**src/verilog/cmo_pkg.sv**
```systemverilog
// Constants for the compare/pulse-width output block
`default_nettype none
package cmo_pkg;
	timeunit 1ns;
	timeprecision 1ns;
	localparam int          CMO_NUM_MOD      = 2;
	localparam int          CMO_AW           = 8;
	// Register byte addresses
	localparam logic [7:0]  CMO_OFS_CTRL_A   = 8'h00;
	localparam logic [7:0]  CMO_OFS_CTRL_B   = 8'h04;
	localparam logic [7:0]  CMO_OFS_VLO_A    = 8'h08;
	localparam logic [7:0]  CMO_OFS_VHI_A    = 8'h0C;
	localparam logic [7:0]  CMO_OFS_VLO_B    = 8'h10;
	localparam logic [7:0]  CMO_OFS_VHI_B    = 8'h14;
	localparam logic [7:0]  CMO_OFS_WDT      = 8'h18;
	localparam logic [7:0]  CMO_OFS_OVERLAY  = 8'h1C;
	localparam logic [7:0]  CMO_OFS_TSEL     = 8'h20;
	localparam logic [7:0]  CMO_OFS_STATUS   = 8'h24;
	localparam logic [7:0]  CMO_OFS_CLEAR    = 8'h28;
	localparam logic [7:0]  CMO_OFS_ENABLE   = 8'h2C;
	// Field layout of the module control register
	localparam int          CMO_MODE_LSB     = 0;
	localparam int          CMO_DUTY_LSB     = 4;
	localparam logic [7:0]  CMO_CTRL_MASK    = 8'h3F;
	localparam int          CMO_SEL_BIT      = 4;
	localparam logic [7:0]  CMO_OD_MASK      = 8'h1F;
	localparam int          CMO_OD_BIT_A     = 3;
	localparam int          CMO_OD_BIT_B     = 4;
	localparam logic [7:0]  CMO_RST_BYTE     = 8'h00;
	localparam logic [1:0]  CMO_RESP_OKAY    = 2'h0;
	localparam logic [1:0]  CMO_RESP_SLVERR  = 2'h2;
	localparam logic [9:0]  CMO_DUTY_ZERO    = 10'h000;
	// Mode select codes
	typedef enum logic [3:0] {
		CMO_M_OFF     = 4'h0,
		CMO_M_TOGGLE  = 4'h2,
		CMO_M_SET_HI  = 4'h8,
		CMO_M_SET_LO  = 4'h9,
		CMO_M_SOFTIRQ = 4'hA,
		CMO_M_SPECIAL = 4'hB
	} cmo_mode_t;
	localparam logic [1:0]  CMO_PWM_TOP      = 2'h3;
endpackage
`default_nettype wire

```
**src/verilog/cmo_compare_output.sv**
```systemverilog
// Two compare/pulse-width output modules behind an AXI4-Lite slave
`default_nettype none
// What this block does
// - Compare full 16-bit value against selected first or second time base continuously.
// - On match, drive pin high, low, toggle, or leave it on port latch.
// - Set match flag in the same event as the pin action.
// - Software-interrupt code leaves pin untouched, only sets match flag.
// - Interrupt request forwarded only while the match enable bit is set.
// - Writing zero to a control register forces the compare latch low.
// - Pulse-width mode drives the pin with ten-bit duty resolution.
// - Clearing either control register forces its own output latch low.
// - Select bit zero shows the legacy first time base high byte.
// - Select bit one shows the open-drain configuration register instead.
// - Code 0010 toggles the pin on each match and sets the flag.
// - Codes 1000/1001 preset pin low/high, force high/low on match.
// - Code 1011 issues a special event on match and sets the flag.
// - Code 0000 disables the module and clears its duty buffer and output latch; its match flag is kept.
module cmo_compare_output
	import cmo_pkg::*;
(
	input  wire logic                 aclk,
	input  wire logic                 aresetn,
	input  wire logic                 s_axi_awvalid,
	output logic                      s_axi_awready,
	input  wire logic [CMO_AW-1:0]    s_axi_awaddr,
	input  wire logic [2:0]           s_axi_awprot,
	input  wire logic                 s_axi_wvalid,
	output logic                      s_axi_wready,
	input  wire logic [31:0]          s_axi_wdata,
	input  wire logic [3:0]           s_axi_wstrb,
	output logic                      s_axi_bvalid,
	input  wire logic                 s_axi_bready,
	output logic [1:0]                s_axi_bresp,
	input  wire logic                 s_axi_arvalid,
	output logic                      s_axi_arready,
	input  wire logic [CMO_AW-1:0]    s_axi_araddr,
	input  wire logic [2:0]           s_axi_arprot,
	output logic                      s_axi_rvalid,
	input  wire logic                 s_axi_rready,
	output logic [31:0]               s_axi_rdata,
	output logic [1:0]                s_axi_rresp,
	input  wire logic [15:0]          first_time_base,
	input  wire logic [15:0]          second_time_base,
	input  wire logic [7:0]           pwm_timer,
	input  wire logic [1:0]           pwm_fine,
	input  wire logic                 pwm_period_pulse,
	input  wire logic [1:0]           port_g_latch,
	input  wire logic [1:0]           pin_direction_bit,
	output logic [1:0]                module_output_pin,
	output logic [1:0]                module_output_pin_oe,
	output logic [1:0]                special_event,
	output logic                      irq
);
	timeunit 1ns;
	timeprecision 1ns;

	logic [7:0]                       ctrl_r [CMO_NUM_MOD];
	logic [15:0]                      value_r [CMO_NUM_MOD];
	logic [9:0]                       duty_buf_r [CMO_NUM_MOD];
	logic [CMO_NUM_MOD-1:0]           eq_prev_r;
	logic [CMO_NUM_MOD-1:0]           out_latch_r;
	logic [CMO_NUM_MOD-1:0]           match_flag_r;
	logic [CMO_NUM_MOD-1:0]           match_irq_enable_r;
	logic [CMO_NUM_MOD-1:0]           tsel_r;
	logic [CMO_NUM_MOD-1:0]           special_r;
	logic [CMO_NUM_MOD-1:0]           pin_r;
	logic [CMO_NUM_MOD-1:0]           oe_r;
	logic [7:0]                       watchdog_ctrl_reg_r;
	logic [7:0]                       open_drain_config_reg_r;
	logic                             aw_hold_r;
	logic                             w_hold_r;
	logic [CMO_AW-1:0]                awaddr_r;
	logic [7:0]                       wdata_r;
	logic                             wstrb0_r;
	logic                             bvalid_r;
	logic [1:0]                       bresp_r;
	logic                             rvalid_r;
	logic [31:0]                      rdata_r;
	logic [1:0]                       rresp_r;
	logic                             wr_fire;
	logic                             wr_en;
	logic                             rd_fire;
	logic [CMO_NUM_MOD-1:0]           ctrl_wr;
	logic [CMO_NUM_MOD-1:0]           match;
	logic [CMO_NUM_MOD-1:0]           od_sel;

	function automatic logic is_compare(input logic [3:0] m);
		return (m == CMO_M_TOGGLE) || (m == CMO_M_SET_HI) || (m == CMO_M_SET_LO) ||
			(m == CMO_M_SOFTIRQ) || (m == CMO_M_SPECIAL);
	endfunction

	function automatic logic is_pwm(input logic [3:0] m);
		return m[3:2] == CMO_PWM_TOP;
	endfunction

	// Pin is steered by the module latch only in modes that own the pin
	function automatic logic owns_pin(input logic [3:0] m);
		return (m == CMO_M_TOGGLE) || (m == CMO_M_SET_HI) || (m == CMO_M_SET_LO) || is_pwm(m);
	endfunction

	function automatic logic addr_known(input logic [CMO_AW-1:0] a);
		return (a == CMO_OFS_CTRL_A) || (a == CMO_OFS_CTRL_B) || (a == CMO_OFS_VLO_A) ||
			(a == CMO_OFS_VHI_A) || (a == CMO_OFS_VLO_B) || (a == CMO_OFS_VHI_B) ||
			(a == CMO_OFS_WDT) || (a == CMO_OFS_OVERLAY) || (a == CMO_OFS_TSEL) ||
			(a == CMO_OFS_STATUS) || (a == CMO_OFS_CLEAR) || (a == CMO_OFS_ENABLE);
	endfunction

	assign od_sel = {open_drain_config_reg_r[CMO_OD_BIT_B], open_drain_config_reg_r[CMO_OD_BIT_A]};

	// Write channel: address and data taken in either order
	assign s_axi_awready = !aw_hold_r && !bvalid_r;
	assign s_axi_wready  = !w_hold_r && !bvalid_r;
	assign wr_fire       = aw_hold_r && w_hold_r && !bvalid_r;
	assign wr_en         = wr_fire && wstrb0_r;
	assign s_axi_bvalid  = bvalid_r;
	assign s_axi_bresp   = bresp_r;

	always_ff @(posedge aclk) begin
		if (!aresetn) begin
			aw_hold_r <= 1'b0;
			awaddr_r  <= '0;
		end else if (s_axi_awvalid && s_axi_awready) begin
			aw_hold_r <= 1'b1;
			awaddr_r  <= s_axi_awaddr;
		end else if (wr_fire) begin
			aw_hold_r <= 1'b0;
		end
	end

	always_ff @(posedge aclk) begin
		if (!aresetn) begin
			w_hold_r <= 1'b0;
			wdata_r  <= CMO_RST_BYTE;
			wstrb0_r <= 1'b0;
		end else if (s_axi_wvalid && s_axi_wready) begin
			w_hold_r <= 1'b1;
			wdata_r  <= s_axi_wdata[7:0];
			wstrb0_r <= s_axi_wstrb[0];
		end else if (wr_fire) begin
			w_hold_r <= 1'b0;
		end
	end

	always_ff @(posedge aclk) begin
		if (!aresetn) begin
			bvalid_r <= 1'b0;
			bresp_r  <= CMO_RESP_OKAY;
		end else if (wr_fire) begin
			bvalid_r <= 1'b1;
			bresp_r  <= addr_known(awaddr_r) ? CMO_RESP_OKAY : CMO_RESP_SLVERR;
		end else if (s_axi_bready) begin
			bvalid_r <= 1'b0;
		end
	end

	assign ctrl_wr[0] = wr_en && (awaddr_r == CMO_OFS_CTRL_A);
	assign ctrl_wr[1] = wr_en && (awaddr_r == CMO_OFS_CTRL_B);

	// Software-owned configuration
	always_ff @(posedge aclk) begin
		if (!aresetn) begin
			for (int i = 0; i < CMO_NUM_MOD; i++) begin
				ctrl_r[i]  <= CMO_RST_BYTE;
				value_r[i] <= '0;
			end
			watchdog_ctrl_reg_r     <= CMO_RST_BYTE;
			open_drain_config_reg_r <= CMO_RST_BYTE;
			tsel_r                  <= '0;
			match_irq_enable_r      <= '0;
		end else if (wr_en) begin
			unique case (awaddr_r)
				CMO_OFS_CTRL_A:  ctrl_r[0] <= wdata_r & CMO_CTRL_MASK;
				CMO_OFS_CTRL_B:  ctrl_r[1] <= wdata_r & CMO_CTRL_MASK;
				CMO_OFS_VLO_A:   value_r[0][7:0] <= wdata_r;
				CMO_OFS_VHI_A:   value_r[0][15:8] <= wdata_r;
				CMO_OFS_VLO_B:   value_r[1][7:0] <= wdata_r;
				CMO_OFS_VHI_B:   value_r[1][15:8] <= wdata_r;
				CMO_OFS_WDT:     watchdog_ctrl_reg_r <= wdata_r;
				CMO_OFS_OVERLAY: begin
					if (watchdog_ctrl_reg_r[CMO_SEL_BIT]) begin
						open_drain_config_reg_r <= wdata_r & CMO_OD_MASK;
					end
				end
				CMO_OFS_TSEL:    tsel_r <= wdata_r[CMO_NUM_MOD-1:0];
				CMO_OFS_ENABLE:  match_irq_enable_r <= wdata_r[CMO_NUM_MOD-1:0];
				default: ;
			endcase
		end
	end

	// Match detection per module
	always_comb begin
		for (int i = 0; i < CMO_NUM_MOD; i++) begin
			// full 16-bit compare on selected base
			// fire on entry into equality only
			match[i] = is_compare(ctrl_r[i][3:0]) && !eq_prev_r[i] &&
				(value_r[i] == (tsel_r[i] ? second_time_base : first_time_base));
		end
	end

	always_ff @(posedge aclk) begin
		if (!aresetn) begin
			eq_prev_r <= '0;
		end else begin
			for (int i = 0; i < CMO_NUM_MOD; i++) begin
				eq_prev_r[i] <= is_compare(ctrl_r[i][3:0]) &&
					(value_r[i] == (tsel_r[i] ? second_time_base : first_time_base));
			end
		end
	end

	// Duty double buffer, reloaded at period end
	always_ff @(posedge aclk) begin
		if (!aresetn) begin
			for (int i = 0; i < CMO_NUM_MOD; i++) begin
				duty_buf_r[i] <= CMO_DUTY_ZERO;
			end
		end else begin
			for (int i = 0; i < CMO_NUM_MOD; i++) begin
				if (ctrl_r[i][3:0] == CMO_M_OFF) begin
					duty_buf_r[i] <= CMO_DUTY_ZERO;
				end else if (is_pwm(ctrl_r[i][3:0]) && pwm_period_pulse) begin
					// ten-bit duty from value low and control
					duty_buf_r[i] <= {value_r[i][7:0], ctrl_r[i][CMO_DUTY_LSB +: 2]};
				end
			end
		end
	end

	// Module output latch
	always_ff @(posedge aclk) begin
		if (!aresetn) begin
			out_latch_r <= '0;
		end else begin
			for (int i = 0; i < CMO_NUM_MOD; i++) begin
				if (ctrl_wr[i]) begin
					// each control register clears its own latch
					// presets for force-high and force-low codes
					out_latch_r[i] <= (wdata_r[3:0] == CMO_M_SET_LO);
				end else if (is_pwm(ctrl_r[i][3:0])) begin
					if (pwm_period_pulse) begin
						// Zero duty never raises the pin
						out_latch_r[i] <= ({value_r[i][7:0], ctrl_r[i][CMO_DUTY_LSB +: 2]} != CMO_DUTY_ZERO);
					end else if ({pwm_timer, pwm_fine} == duty_buf_r[i]) begin
						out_latch_r[i] <= 1'b0;
					end
				end else if (match[i]) begin
					unique case (ctrl_r[i][3:0])
						CMO_M_TOGGLE: out_latch_r[i] <= !out_latch_r[i];
						CMO_M_SET_HI: out_latch_r[i] <= 1'b1;
						CMO_M_SET_LO: out_latch_r[i] <= 1'b0;
						default:      out_latch_r[i] <= out_latch_r[i];
					endcase
				end
			end
		end
	end

	// Special event pulse for timer reset and conversion start
	always_ff @(posedge aclk) begin
		if (!aresetn) begin
			special_r <= '0;
		end else begin
			for (int i = 0; i < CMO_NUM_MOD; i++) begin
				special_r[i] <= match[i] && (ctrl_r[i][3:0] == CMO_M_SPECIAL);
			end
		end
	end

	// Sticky match flags; a match beats a clear in the same cycle
	always_ff @(posedge aclk) begin
		if (!aresetn) begin
			match_flag_r <= '0;
		end else begin
			for (int i = 0; i < CMO_NUM_MOD; i++) begin
				if (match[i]) begin
					match_flag_r[i] <= 1'b1;
				end else if (wr_en && (awaddr_r == CMO_OFS_CLEAR) && wdata_r[i]) begin
					match_flag_r[i] <= 1'b0;
				end
			end
		end
	end

	assign irq = |(match_flag_r & match_irq_enable_r);

	// Pin drive, registered; direction bit clear means output
	always_ff @(posedge aclk) begin
		if (!aresetn) begin
			pin_r <= '0;
			oe_r  <= '0;
		end else begin
			for (int i = 0; i < CMO_NUM_MOD; i++) begin
				// non-owning modes follow the port latch
				// drive only while direction bit is clear
				if (od_sel[i]) begin
					pin_r[i] <= 1'b0;
					oe_r[i]  <= !pin_direction_bit[i] &&
						!(owns_pin(ctrl_r[i][3:0]) ? out_latch_r[i] : port_g_latch[i]);
				end else begin
					pin_r[i] <= owns_pin(ctrl_r[i][3:0]) ? out_latch_r[i] : port_g_latch[i];
					oe_r[i]  <= !pin_direction_bit[i];
				end
			end
		end
	end

	assign module_output_pin    = pin_r;
	assign module_output_pin_oe = oe_r;
	assign special_event        = special_r;

	// Read channel, one cycle answer
	assign s_axi_arready = !rvalid_r;
	assign rd_fire       = s_axi_arvalid && !rvalid_r;
	assign s_axi_rvalid  = rvalid_r;
	assign s_axi_rdata   = rdata_r;
	assign s_axi_rresp   = rresp_r;

	always_ff @(posedge aclk) begin
		if (!aresetn) begin
			rvalid_r <= 1'b0;
			rdata_r  <= '0;
			rresp_r  <= CMO_RESP_OKAY;
		end else if (rd_fire) begin
			rvalid_r <= 1'b1;
			rresp_r  <= addr_known(s_axi_araddr) ? CMO_RESP_OKAY : CMO_RESP_SLVERR;
			rdata_r  <= '0;
			unique case (s_axi_araddr)
				CMO_OFS_CTRL_A:  rdata_r[7:0] <= ctrl_r[0];
				CMO_OFS_CTRL_B:  rdata_r[7:0] <= ctrl_r[1];
				CMO_OFS_VLO_A:   rdata_r[7:0] <= value_r[0][7:0];
				CMO_OFS_VHI_A:   rdata_r[7:0] <= value_r[0][15:8];
				CMO_OFS_VLO_B:   rdata_r[7:0] <= value_r[1][7:0];
				CMO_OFS_VHI_B:   rdata_r[7:0] <= value_r[1][15:8];
				CMO_OFS_WDT:     rdata_r[7:0] <= watchdog_ctrl_reg_r;
				// legacy view when select bit clear
				CMO_OFS_OVERLAY: rdata_r[7:0] <= watchdog_ctrl_reg_r[CMO_SEL_BIT] ?
					open_drain_config_reg_r : first_time_base[15:8];
				CMO_OFS_TSEL:    rdata_r[CMO_NUM_MOD-1:0] <= tsel_r;
				CMO_OFS_STATUS:  rdata_r[CMO_NUM_MOD-1:0] <= match_flag_r;
				CMO_OFS_ENABLE:  rdata_r[CMO_NUM_MOD-1:0] <= match_irq_enable_r;
				default: ;
			endcase
		end else if (s_axi_rready) begin
			rvalid_r <= 1'b0;
		end
	end

endmodule
`default_nettype wire

```
**config.mk**
```make
export PLATFORM = sky130hd
export DESIGN_NAME = cmo_compare_output
export DESIGN_NICKNAME = d
export VERILOG_FILES = /design/src/verilog/cmo_pkg.sv /design/src/verilog/cmo_compare_output.sv
export SDC_FILE = /design/constraint.sdc
export NUM_CORES = 1
export LEC_CHECK = 0
export ABC_CLOCK_PERIOD_IN_PS = 6500
export BUFFER_PORTS_ARGS = -buffer_cell sky130_fd_sc_hd__buf_2
export CAP_MARGIN = 30
export CORE_UTILIZATION = 40
export DETAILED_ROUTE_END_ITERATION = 10
export GPL_TIMING_DRIVEN = 0
export HOLD_SLACK_MARGIN = 0.05
export MAX_ROUTING_LAYER = met4
export PLACE_DENSITY = 0.65
export SLEW_MARGIN = 5
export SYNTH_ARGS = -nofsm -noshare
export SYNTH_HDL_FRONTEND = slang
export SYNTH_SLANG_ARGS = --single-unit
```
**constraint.sdc**
```tcl
create_clock -name aclk -period 6.5 [get_ports aclk]
set_input_delay 1.3 -clock aclk [delete_from_list [all_inputs] [get_ports aclk]]
set_output_delay 1.3 -clock aclk [all_outputs]
set_load 0.005 [all_outputs]
```
* After elaboration in Yosys (flattened, before gate mapping)
Memory sizes are Yosys's and may differ from the RTL's.
Index checks and enable logic that the tools add are counted.
** Storage, ports and cells
- Flip-flop bits (word level) :: 62
- Output and inout port bits :: 48
- Word-level logic and storage cells :: 256
- Memories :: 3
- Latch bits :: 0
- RAM bits :: 64
- Bits in read-only memories :: 0
- Input port bits :: 112
** Memory list
- value_r :: depth 2, bits a word 16, read ports 2, clocked after memory_dff 0, wr ports 2, RTL line cmo_compare_output.sv:58 : logic [15:0] value_r [CMO_NUM_MOD];
- duty_buf_r :: depth 2, bits a word 10, read ports 2, clocked after memory_dff 0, wr ports 2, RTL line cmo_compare_output.sv:59 : logic [9:0] duty_buf_r [CMO_NUM_MOD];
- ctrl_r :: depth 2, bits a word 6, read ports 2, clocked after memory_dff 0, wr ports 2, RTL line cmo_compare_output.sv:57 : logic [7:0] ctrl_r [CMO_NUM_MOD];
** Cells by class
- Reductions and logical operators :: 94
- Add/sub/neg operators :: 0
- Divide/modulo/power cells :: 0
- Shift operators :: 0
- Multipliers :: 0
- Bitwise operators :: 12
- Eq/ne operators :: 41
- Mux-type cells :: 83
- Order comparisons :: 0
** Operators with widths (count)
- $eq 8x5->1 const B :: 8
- $eq 8x6->1 const B :: 8
- $mux 1 :: 64
- $pmux 6 s8 :: 1
- $mux 10 :: 4
- $mux 8 :: 5
- $eq 4x4->1 const B :: 9
- $eq 16x16->1 :: 2
- $eq 8x4->1 const B :: 4
- $logic_or 1x1->1 :: 32
- $mux 16 :: 2
- $logic_and 1x1->1 :: 25
- $pmux 2 s11 :: 1
- $eq 10x10->1 :: 2
- $reduce_bool 10->1 :: 2
- $eq 8x3->1 const B :: 2
- $logic_not 8->1 :: 2
- $logic_not 1->1 :: 12
- $mux 6 :: 2
- $reduce_bool 2->1 :: 6
- $or 1x1->1 :: 10
- $reduce_bool 5->1 :: 2
- $reduce_and 3->1 :: 3
- $eq 4x2->1 const B :: 2
- 10 further kinds :: 20

* Depth between registers and ports, before layout
- Depth after elaboration :: 13
- Gate-level depth with buffers :: 8

* Worst setup path after synthesis
Ideal clock, no wire load.
- Path type :: in2reg
- Start :: in s_axi_araddr[7]
- End :: reg rdata_r[6] (netlist: s_axi_rdata[6])
- Path slack :: 3.618 ns
- Arrival :: 2.814 ns
- Stages :: 6
- Setup time :: 0.067 ns
- Cell sequence :: or4_4 -> nor3b_4 -> nor3b_4 -> a22oi_1 -> a21o_1 -> a21oi_2
** On the way
- Longest elaborated chain between the ends :: 2
- Elaborated cells between the ends (all ways) :: 9
** RTL lines
- start: declaration :: RTL line cmo_compare_output.sv:36 : input wire logic [CMO_AW-1:0] s_axi_araddr,
- $eq 8x5->1, or another cell as far along :: RTL line cmo_compare_output.sv:328 : unique case (s_axi_araddr)
- $pmux 6 s8 * :: RTL line cmo_compare_output.sv:328
- end signal: assignment :: RTL line cmo_compare_output.sv:329 : CMO_OFS_CTRL_A: rdata_r[7:0] <= ctrl_r[0];
- end signal: assignment :: RTL line cmo_compare_output.sv:330 : CMO_OFS_CTRL_B: rdata_r[7:0] <= ctrl_r[1];
- end signal: assignment :: RTL line cmo_compare_output.sv:331 : CMO_OFS_VLO_A: rdata_r[7:0] <= value_r[0][7:0];
- end: declaration :: RTL line cmo_compare_output.sv:78 : logic [31:0] rdata_r;
Mark *: on every way between the ends. The rest lies on a longest branch, timed or not.
A chain may end at the register's enable or synchronous reset.

==> results.sh <==
export IMPL_die_h_um=130.4
export IMPL_critPathRequiredTime_ns=6.59
export IMPL_dp_hpwl_mm=14.52
export IMPL_hold_slack_ns=0.4565
export IMPL_hold_class="reg -> reg"
export IMPL_initial_utilization_pct=41.21
export IMPL_area_growth_pct=21.94
export IMPL_maxCapViolations=0
export IMPL_slew_headroom_pct=38.89
export IMPL_async_flop_share_pct=0
export IMPL_finalSetupViolCount=0
export IMPL_gp_congestion=0.9207
export IMPL_drv_slew=0
export IMPL_seqPwrFrac_pct=44.3
export IMPL_postSynthCellCount=667
export IMPL_num_rows=46
export IMPL_postCtsSetupRepairBufs=0
export IMPL_core_mm2=0.01600
export IMPL_fp_dieArea_mm2=0.01700
export IMPL_pwr_share_comb_pct=9.6
export IMPL_dr_first_iter_drc_count=497
export IMPL_end_kind="flop"
export IMPL_wirelength_mm=19.20
export IMPL_p_int_w=0.001514
export IMPL_synth_seq_cells=124
export IMPL_cts_root_buffer="clkbuf_16"
export IMPL_antenna_left=0
export IMPL_cts_resized=0
export IMPL_hold_buffers=0
export IMPL_netlist_area_mm2=0.006594
export IMPL_clock_sinks=124
export IMPL_vias=5371
export IMPL_ioPinCount=160
export IMPL_globalRouteTotalUtil_pct=24.14
export IMPL_finalNetCount=922
export IMPL_dp_cells=1007
export IMPL_total_power_w=0.001987
export IMPL_numCtsBuffers=17
export IMPL_fmaxAchievable_mhz=316.4
export IMPL_switchingPower_w=0.0004728
export IMPL_setup_tns_ns=0
export IMPL_grt_overflow=0
export IMPL_synth_avg_cell_area_um2=9.886
export IMPL_ys_seq_area_share_pct=47.36
export IMPL_p_leak_nw=3.136
export IMPL_post_drt_wl_per_cell_um=18.46
export IMPL_hold_viol=0
export IMPL_cp_start_kind="input pin"
export IMPL_grt_max_degree=17
export IMPL_synth_warnings=0
export IMPL_synth_edf_count=64
export IMPL_path_max_fanout=10
export IMPL_die_w_um=130.4
export IMPL_p_clk_share_pct=46.2
export IMPL_critPathKind="in -> reg"
export IMPL_worstSkewPairLatency_ns=0.42
export IMPL_finish_utilization_pct=50.25
export IMPL_fin_skew_ns=0.007743
export IMPL_cts_tree="yes"
export IMPL_io_buffers=97
export IMPL_worst_slew_pin_slew_ns=0.9105
export IMPL_rsz0062_at_grt="false"
export IMPL_grt_pass1_wl_mm=28.48
export IMPL_drc=0
export IMPL_worst_endpoint_arrival_ns=3.25
export IMPL_antenna_found_initial=1
export IMPL_synth_cell_types=49
export IMPL_power_density_mw_per_mm2=247.1
export IMPL_status="finished clean"
export IMPL_cts_buffer_depth=2
export IMPL_fin_crit_sh_pct=48.62
export IMPL_layout_drive_gt1_share_pct=21.26
export IMPL_via_per_inst=5.164
export IMPL_fin_crit_ns=3.160
export IMPL_p_sw_share_pct=23.80
export IMPL_htreeDepth=4
export IMPL_clk_pin_slew_ns=0.06
export IMPL_irDropWorstVdd_v=0.0001976
export IMPL_synthFlopType="edfxtp_1"
export IMPL_layout_cells_non_filler=1040
export IMPL_grt_pass1_vias=5015
export IMPL_dr_pass1_iters=5
[Yosys cell counts (all sizes together), types with 7 or more instances]
master	count	share of area, %
a21oi	45	3.5
a22oi	10	1.1
and2	44	4.2
and3	7	0.66
buf	39	3.9
clkbuf	18	1.0
dfxtp	60	18
edfxtp	64	29
inv	7	0.40
mux2i	61	9.3
nand2	76	4.3
nand3	14	1.1
nor2	37	2.1
nor2b	11	1.0
nor3	20	1.5
nor4	16	1.5
o21ai	29	2.2
xnor2	26	3.5
xor2	26	3.5
[per-layer routing]
metal / vias up / track usage [%] / routed length, um
li1: 2608 / - / -
met1: 2480 / 30.64 / 8316
met2: 238 / 36.55 / 8681
met3: 45 / 5.700 / 1558
met4: 0 / 11.09 / 638
met5: - / - / 0
[cell type report]
type,count,area [um2]
fill,1540,7960
tap,216,270.3
buffer,57,321.6
timing repair buffer,99,498.0
multi-input combinational,504,3217
inverter,7,26.28
sequential,124,3123
antenna,1,2.502
clock buffer,28,558.0
clock inverter,4,23.77
[metrics by stage]
stage          worst slack, ns  area (um2)
3_3_place_gp             2.870        7443
5_1_grt                  3.228        8040
2_1_floorplan            3.618        6688
3_5_place_dp             2.882        7456
6_report                 3.340        8040
4_1_cts                  3.337        8038
[kinds of logic (layout without fill, tap and decap cells)]
family / Yosys count / count (layout) / synth area share (%)
AO/OA/AOI/OAI: 108 / 108 / 9.545
XOR/XNOR: 52 / 52 / 6.907
buffers and inverters: 64 / 195 / 5.275
flip-flops: 124 / 124 / 47.36
multiplexers: 70 / 70 / 11.48
other: 1 / 27 / 0.05687
AND/OR/NAND/NOR: 248 / 248 / 19.37
[state kept, by name, summed over array words and instances, names as in the netlist, 2 cells and up]
name and cells:
module_output_pin 2, match_irq_enable_r 2, value_r 32, match_flag_r 2
ctrl_r 12, eq_prev_r 2, watchdog_ctrl_reg_r 8, module_output_pin_oe 2
awaddr_r 8, duty_buf_r 20, wdata_r 8, open_drain_config_reg_r 5
s_axi_rdata 8, tsel_r 2, special_event 2, out_latch_r 2
[path summary, 6_finish.rpt]
path / startpoint / end / slack, ns / cells past startpoint
setup / recovery: aresetn / value_r[1][12] / 3.34 / 5
hold / removal: s_axi_rdata[2] / s_axi_rdata[2] / 0.46 / 2
setup reg to reg: tsel_r[1] / special_event[1] / 3.92 / 7
hold reg to reg: s_axi_rdata[2] / s_axi_rdata[2] / 0.46 / 2
[power groups by stage]
stage	logic, W	registers, W	clock network (W)
3_3_place_gp	0.000186	0.000895	0
3_5_place_dp	0.000188	0.000895	0
2_1_floorplan	0.000120	0.000883	0
5_1_grt	0.000210	0.000882	0.000962
6_report	0.000190	0.000880	0.000917
4_1_cts	0.000190	0.000879	0.000924
[layout by cell type (no fill, tap or decap), types with 7 or more instances in the layout]
master     instances
buf_2            106
nand2_1           76
edfxtp_1          64
mux2i_1           61
dfxtp_1           60
and2_1            44
a21oi_1           44
nor2_1            37
o21ai_0           28
buf_4             27
xnor2_1           26
xor2_1            26
conb_1            26
clkbuf_1          21
nor3_1            20
clkbuf_16         18
nor4_1            16
nand3_1           14
nor2b_1           11
a22oi_1           10
and3_1             7
inv_1              7
clkbuf_8           7
[critical path, cell delays in order]
cell      delay (ns)
clkbuf_1        0.28
inv_1           0.25
clkbuf_1        0.51
buf_1           0.56
a21o_1          0.35
Power figures use the tool's default switching activity.
